[src/common/bsfr_pkg.sv]
package bsfr_pkg;

  // ==========================================================
  // register map
  localparam logic [7:0] BSFR_ADDR_STATUS = 8'h03;
  localparam logic [7:0] BSFR_STATUS_RESET = 8'h00;
  localparam logic [7:0] BSFR_UNMAPPED_DATA = 8'h00;

  // ==========================================================
  // field positions
  localparam int BSFR_BIT_OTWARN = 7;
  localparam int BSFR_BIT_ENSTAT = 6;
  localparam int BSFR_BIT_BOOTERR = 5;
  localparam int BSFR_BIT_SSDONE = 4;
  localparam int BSFR_BIT_HICCUP = 3;
  localparam int BSFR_BIT_OTFAULT = 2;
  localparam int BSFR_BIT_LATCHOFF = 1;
  localparam int BSFR_BIT_PGOOD = 0;

  // ==========================================================
  // timing
  localparam int BSFR_SYNC_STAGES = 2;
  localparam logic [1:0] BSFR_SETTLE_CYCLES = 2'h3;

  // converter condition flags, packed in register bit order
  typedef struct packed {
    logic overtempWarningFlag;
    logic converterEnabled;
    logic bootError;
    logic softstartRampComplete;
    logic hiccupActive;
    logic overtempFaultFlag;
    logic latchedOff;
    logic outputInRegulation;
  } bsfr_status_t;

endpackage : bsfr_pkg

[src/rtl/bsfr_status_reg.sv]
`timescale 1ns/10ps
// Contract
// - An 8-bit read-only status register answers at address 0x03 and reads all zero after reset.
// - Bit 6 shows 1 while the converter is switched on and 0 while it is off.
// - Bit 5 shows 1 when a start-up error occurred and 0 otherwise.
// - Bit 3 shows 1 while the converter runs in current-limit hiccup and 0 otherwise.
// - Bit 1 shows 1 when an overcurrent or overtemperature fault latched the converter off.
module bsfr_status_reg
  import bsfr_pkg::*;
(
  // clock and reset
  input wire logic mclk,
  input wire logic srst,
  // converter condition inputs, asynchronous to mclk
  input wire bsfr_status_t condRaw,
  // register read port
  input wire logic rdEn,
  input wire logic [7:0] rdAddr,
  output logic [7:0] rdData_q,
  output logic rdValid_q
);

  // ==========================================================
  // synchroniser: analog comparators are not on mclk
  bsfr_status_t syncA_q;
  bsfr_status_t syncB_q;
  bsfr_status_t status_q;

  always_ff @(posedge mclk) begin
    if (srst) begin
      syncA_q <= '0;
      syncB_q <= '0;
    end else begin
      syncA_q <= condRaw;
      syncB_q <= syncA_q;
    end
  end

  // ==========================================================
  // status register, no write path at all
  always_ff @(posedge mclk) begin
    if (srst) begin
      status_q <= bsfr_status_t'(BSFR_STATUS_RESET);
    end else begin
      status_q <= syncB_q;
    end
  end

  // ==========================================================
  // read port; unmapped addresses read zero
  always_ff @(posedge mclk) begin
    if (srst) begin
      rdData_q <= BSFR_UNMAPPED_DATA;
      rdValid_q <= 1'b0;
    end else begin
      rdValid_q <= rdEn;
      if (rdEn && rdAddr == BSFR_ADDR_STATUS) begin
        rdData_q <= status_q;
      end else begin
        rdData_q <= BSFR_UNMAPPED_DATA;
      end
    end
  end

  // ==========================================================
  // checks
  logic [1:0] sinceRst_q;

  always_ff @(posedge mclk) begin
    if (srst) begin
      sinceRst_q <= 2'h0;
    end else if (sinceRst_q != BSFR_SETTLE_CYCLES) begin
      sinceRst_q <= sinceRst_q + 2'h1;
    end
  end
endmodule : bsfr_status_reg

[config.mk]
export PLATFORM = sky130hd
export DESIGN_NAME = bsfr_status_reg
export DESIGN_NICKNAME = d
export VERILOG_FILES = /design/src/common/bsfr_pkg.sv /design/src/rtl/bsfr_status_reg.sv
export SDC_FILE = /design/constraint.sdc
export NUM_CORES = 1
export LEC_CHECK = 0
export BUFFER_PORTS_ARGS = -buffer_cell sky130_fd_sc_hd__clkbuf_2
export CAP_MARGIN = 10
export CORE_MARGIN = 2
export CORE_UTILIZATION = 52
export DETAILED_ROUTE_END_ITERATION = 10
export PLACE_DENSITY = 0.79
export SLEW_MARGIN = 15
export SYNTH_ARGS = -nofsm -noshare
export SYNTH_HDL_FRONTEND = slang
export SYNTH_SLANG_ARGS = --single-unit
[constraint.sdc]
create_clock -name mclk -period 2 [get_ports mclk]
set_input_delay 0.2 -clock mclk [delete_from_list [all_inputs] [get_ports mclk]]
set_output_delay 0.2 -clock mclk [all_outputs]
set_load 0.005 [all_outputs]
==> results.sh <==
export IMPL_routed_via_density=4.33
export IMPL_grt_antenna_before_repair=0
export IMPL_top_layer_used="met4"
export IMPL_synth_mux_area_share_pct=0
export IMPL_synthAdderAreaFrac_pct=0
export IMPL_fp_dieW_um=48.1
export IMPL_die_h_um=48.1
export IMPL_rsz0062_at_grt="false"
export IMPL_root_buffer="clkbuf_4"
export IMPL_period_minus_slack_ns=1.01
export IMPL_place_congestion=0.673
export IMPL_crit_arrival_ns=1.25
export IMPL_worstMarginPinSlew_ns=0.510
export IMPL_cts_resized=0
export IMPL_core_area_mm2=0.00178
export IMPL_totalWireLength_um=1250
export IMPL_grt_use_total_pct=13.1
export IMPL_antenna_left=0
export IMPL_ios=28
export IMPL_core_rowCount=15
export IMPL_clkSinkCount=33
export IMPL_clock_path_buffers=2
export IMPL_cts_clk_slew_worst_paths_ns=0.09
export IMPL_peakVddDrop_mv=0.680
export IMPL_gr_total_overflow=0
export IMPL_synth_area_mm2=0.00101
export IMPL_hold_path_depth=2
export IMPL_yosys_area_share_simple_pct=28.6
export IMPL_nNetsFinal=131
export IMPL_dieArea_mm2=0.00232
export IMPL_min_to="syncA_q[2]"
export IMPL_dr_pass1_iters=1
export IMPL_cts_hold_buf=0
export IMPL_status="finished, final reports clean"
export IMPL_max_freq_mhz=987
export IMPL_maxSlewViolCount=0
export IMPL_yosysWarnings=0
export IMPL_grt_pass1_wl_um=1860
export IMPL_netlist_instances=82
export IMPL_grt_max_degree=25
export IMPL_area_growth_pct=21.3
export IMPL_synth_avg_cell_area_um2=12.3
export IMPL_fin_crit_sh_pct=50.6
export IMPL_critPathMaxFanout=8
export IMPL_io_buffers=27
export IMPL_slew_headroom_pct=66.0
export IMPL_synth_distinct_cells=12
export IMPL_crit_type="in2reg"
export IMPL_hold_path_class="in2reg"
export IMPL_reg2reg_setup_slack_ns=1.29
export IMPL_rr_endpoint="rdData_q[2]"
export IMPL_ys_ff_latch=33
export IMPL_cts_max_level=2
export IMPL_synth_fp_nets=101
export IMPL_setup_viol=0
export IMPL_clk_latency_ns=0.32
export IMPL_cts_made_buffers=5
export IMPL_crit_path_start_kind="input port"
export IMPL_holdCritStartpoint="condRaw[2]"
export IMPL_cts_tree="built"
export IMPL_synth_top_family_by_area="simple AND/OR/NAND/NOR gates"
export IMPL_r2r_start="status_q[2]"
export IMPL_ys_seq_area_share_pct=65.3
export IMPL_clock_skew_ns=0.00601
export IMPL_wl_met3_um=99
export IMPL_critPathCaptureType="flip-flop"
export IMPL_grt_pass1_vias=481
export IMPL_route_detailed_drc=0
export IMPL_p_leak_uw=0.000520
export IMPL_final_hold_viol_count=0
export IMPL_drive_gt1_share_pct=39.8
export IMPL_postCtsSetupBuffers=0
export IMPL_synth_compound_area_share_pct=0
export IMPL_drv_cap=0
export IMPL_final_setup_tns_ns=0
export IMPL_vias=597
export IMPL_drtIter0Drc=0
export IMPL_antenna_cells=0
export IMPL_dr_wl_met2_um=648
export IMPL_post_route_util_pct=68.8
export IMPL_cp_required_ns=2.23
export IMPL_wl_per_cell_um=9.02
export IMPL_nFillCells=133
export IMPL_p_per_area_mw_per_mm2=928
export IMPL_synth_xor_area_share_pct=0
export IMPL_r2r_cells=2
export IMPL_met1Wirelength_um=468
export IMPL_initial_utilization_pct=56.8
## cell type report
class	instances	area, um^2	area share [%]
flip-flops and latches	33	661	53.8
multi-input cells	35	289	23.5
repair buffers	28	143	11.6
clock buffers	7	65.1	5.30
inverters	9	33.8	2.75
well taps	25	31.3	2.55
clock inverters	1	5.00	0.408
## power breakdown
| part | internal, uW | switching, uW |
|---|---|---|
| combinational | 27.7 | 25.1 |
| sequential | 677 | 3.90 |
| clock | 204 | 203 |
## worst max-delay path by stage
stage,slack (ns),to,from,cells after the start
finish,0.99,rdData_q[2],rdAddr[5],3
global route,0.94,rdData_q[1],rdAddr[5],3
CTS,0.99,rdData_q[5],rdAddr[5],3
detailed placement,0.65,rdData_q[2],rdAddr[5],3
global placement,0.71,rdData_q[4],rdAddr[5],3
floorplan,0.87,rdData_q[0],rdAddr[6],3
## layer usage
| metal | vias up | GRT usage [%] |
|---|---|---|
| li1 | 314 | - |
| met1 | 252 | 10.9 |
| met2 | 28 | 23.2 |
| met3 | 3 | 6.67 |
| met4 | 0 | 9.73 |
| met5 | - | 0 |
## synth_stat cells
master | count | area share [%]
inv_1 | 9 | 3.3
or4b_4 | 1 | 1.4
nand2b_1 | 1 | 0.62
dfxtp_1 | 33 | 65
nor4_2 | 7 | 8.7
nor4_4 | 1 | 2.1
clkbuf_1 | 2 | 0.74
buf_2 | 1 | 0.49
nor2b_1 | 24 | 15
buf_6 | 1 | 1.1
clkbuf_2 | 1 | 0.49
or4b_1 | 1 | 0.99
## state kept, by name, indices dropped and copies added, names as in the netlist
signal	flops
status_q	8
rdData_q	8
syncB_q	8
syncA_q	8
rdValid_q	1
## logic make-up after synthesis
kind of cell / after synthesis
buffers and inverters: 14
flip-flops: 33
AND/OR/NAND/NOR: 35
## worst max-delay path, cell delays in order
cell	delay, ns
clkbuf_2	0.08
or4b_1	0.74
nor4_2	0.23
## layout by cell type, fill, tap and decap left out
master,instances
buf_4,1
clkbuf_2,27
clkbuf_4,5
clkbuf_8,2
clkinv_2,1
dfxtp_1,33
inv_1,9
nand2b_1,1
nor2b_1,24
nor4_2,7
nor4_4,1
or4b_1,1
or4b_4,1
## stage by stage
stage | power, uW | cells | area, um^2 | setup slack (ns) | hold WS [ns]
3_5_place_dp | 750 | 130 | 1160 | 0.654 | 0.414
4_1_cts | 1150 | 138 | 1230 | 0.994 | 0.0725
6_report | 1140 | 138 | 1230 | 0.987 | 0.0796
3_3_place_gp | 745 | 130 | 1160 | 0.706 | 0.408
2_1_floorplan | 727 | 82 | 1010 | 0.866 | 0.272
5_1_grt | 1200 | 138 | 1230 | 0.939 | 0.0748
Note: power is estimated with default switching activity, not from simulation.
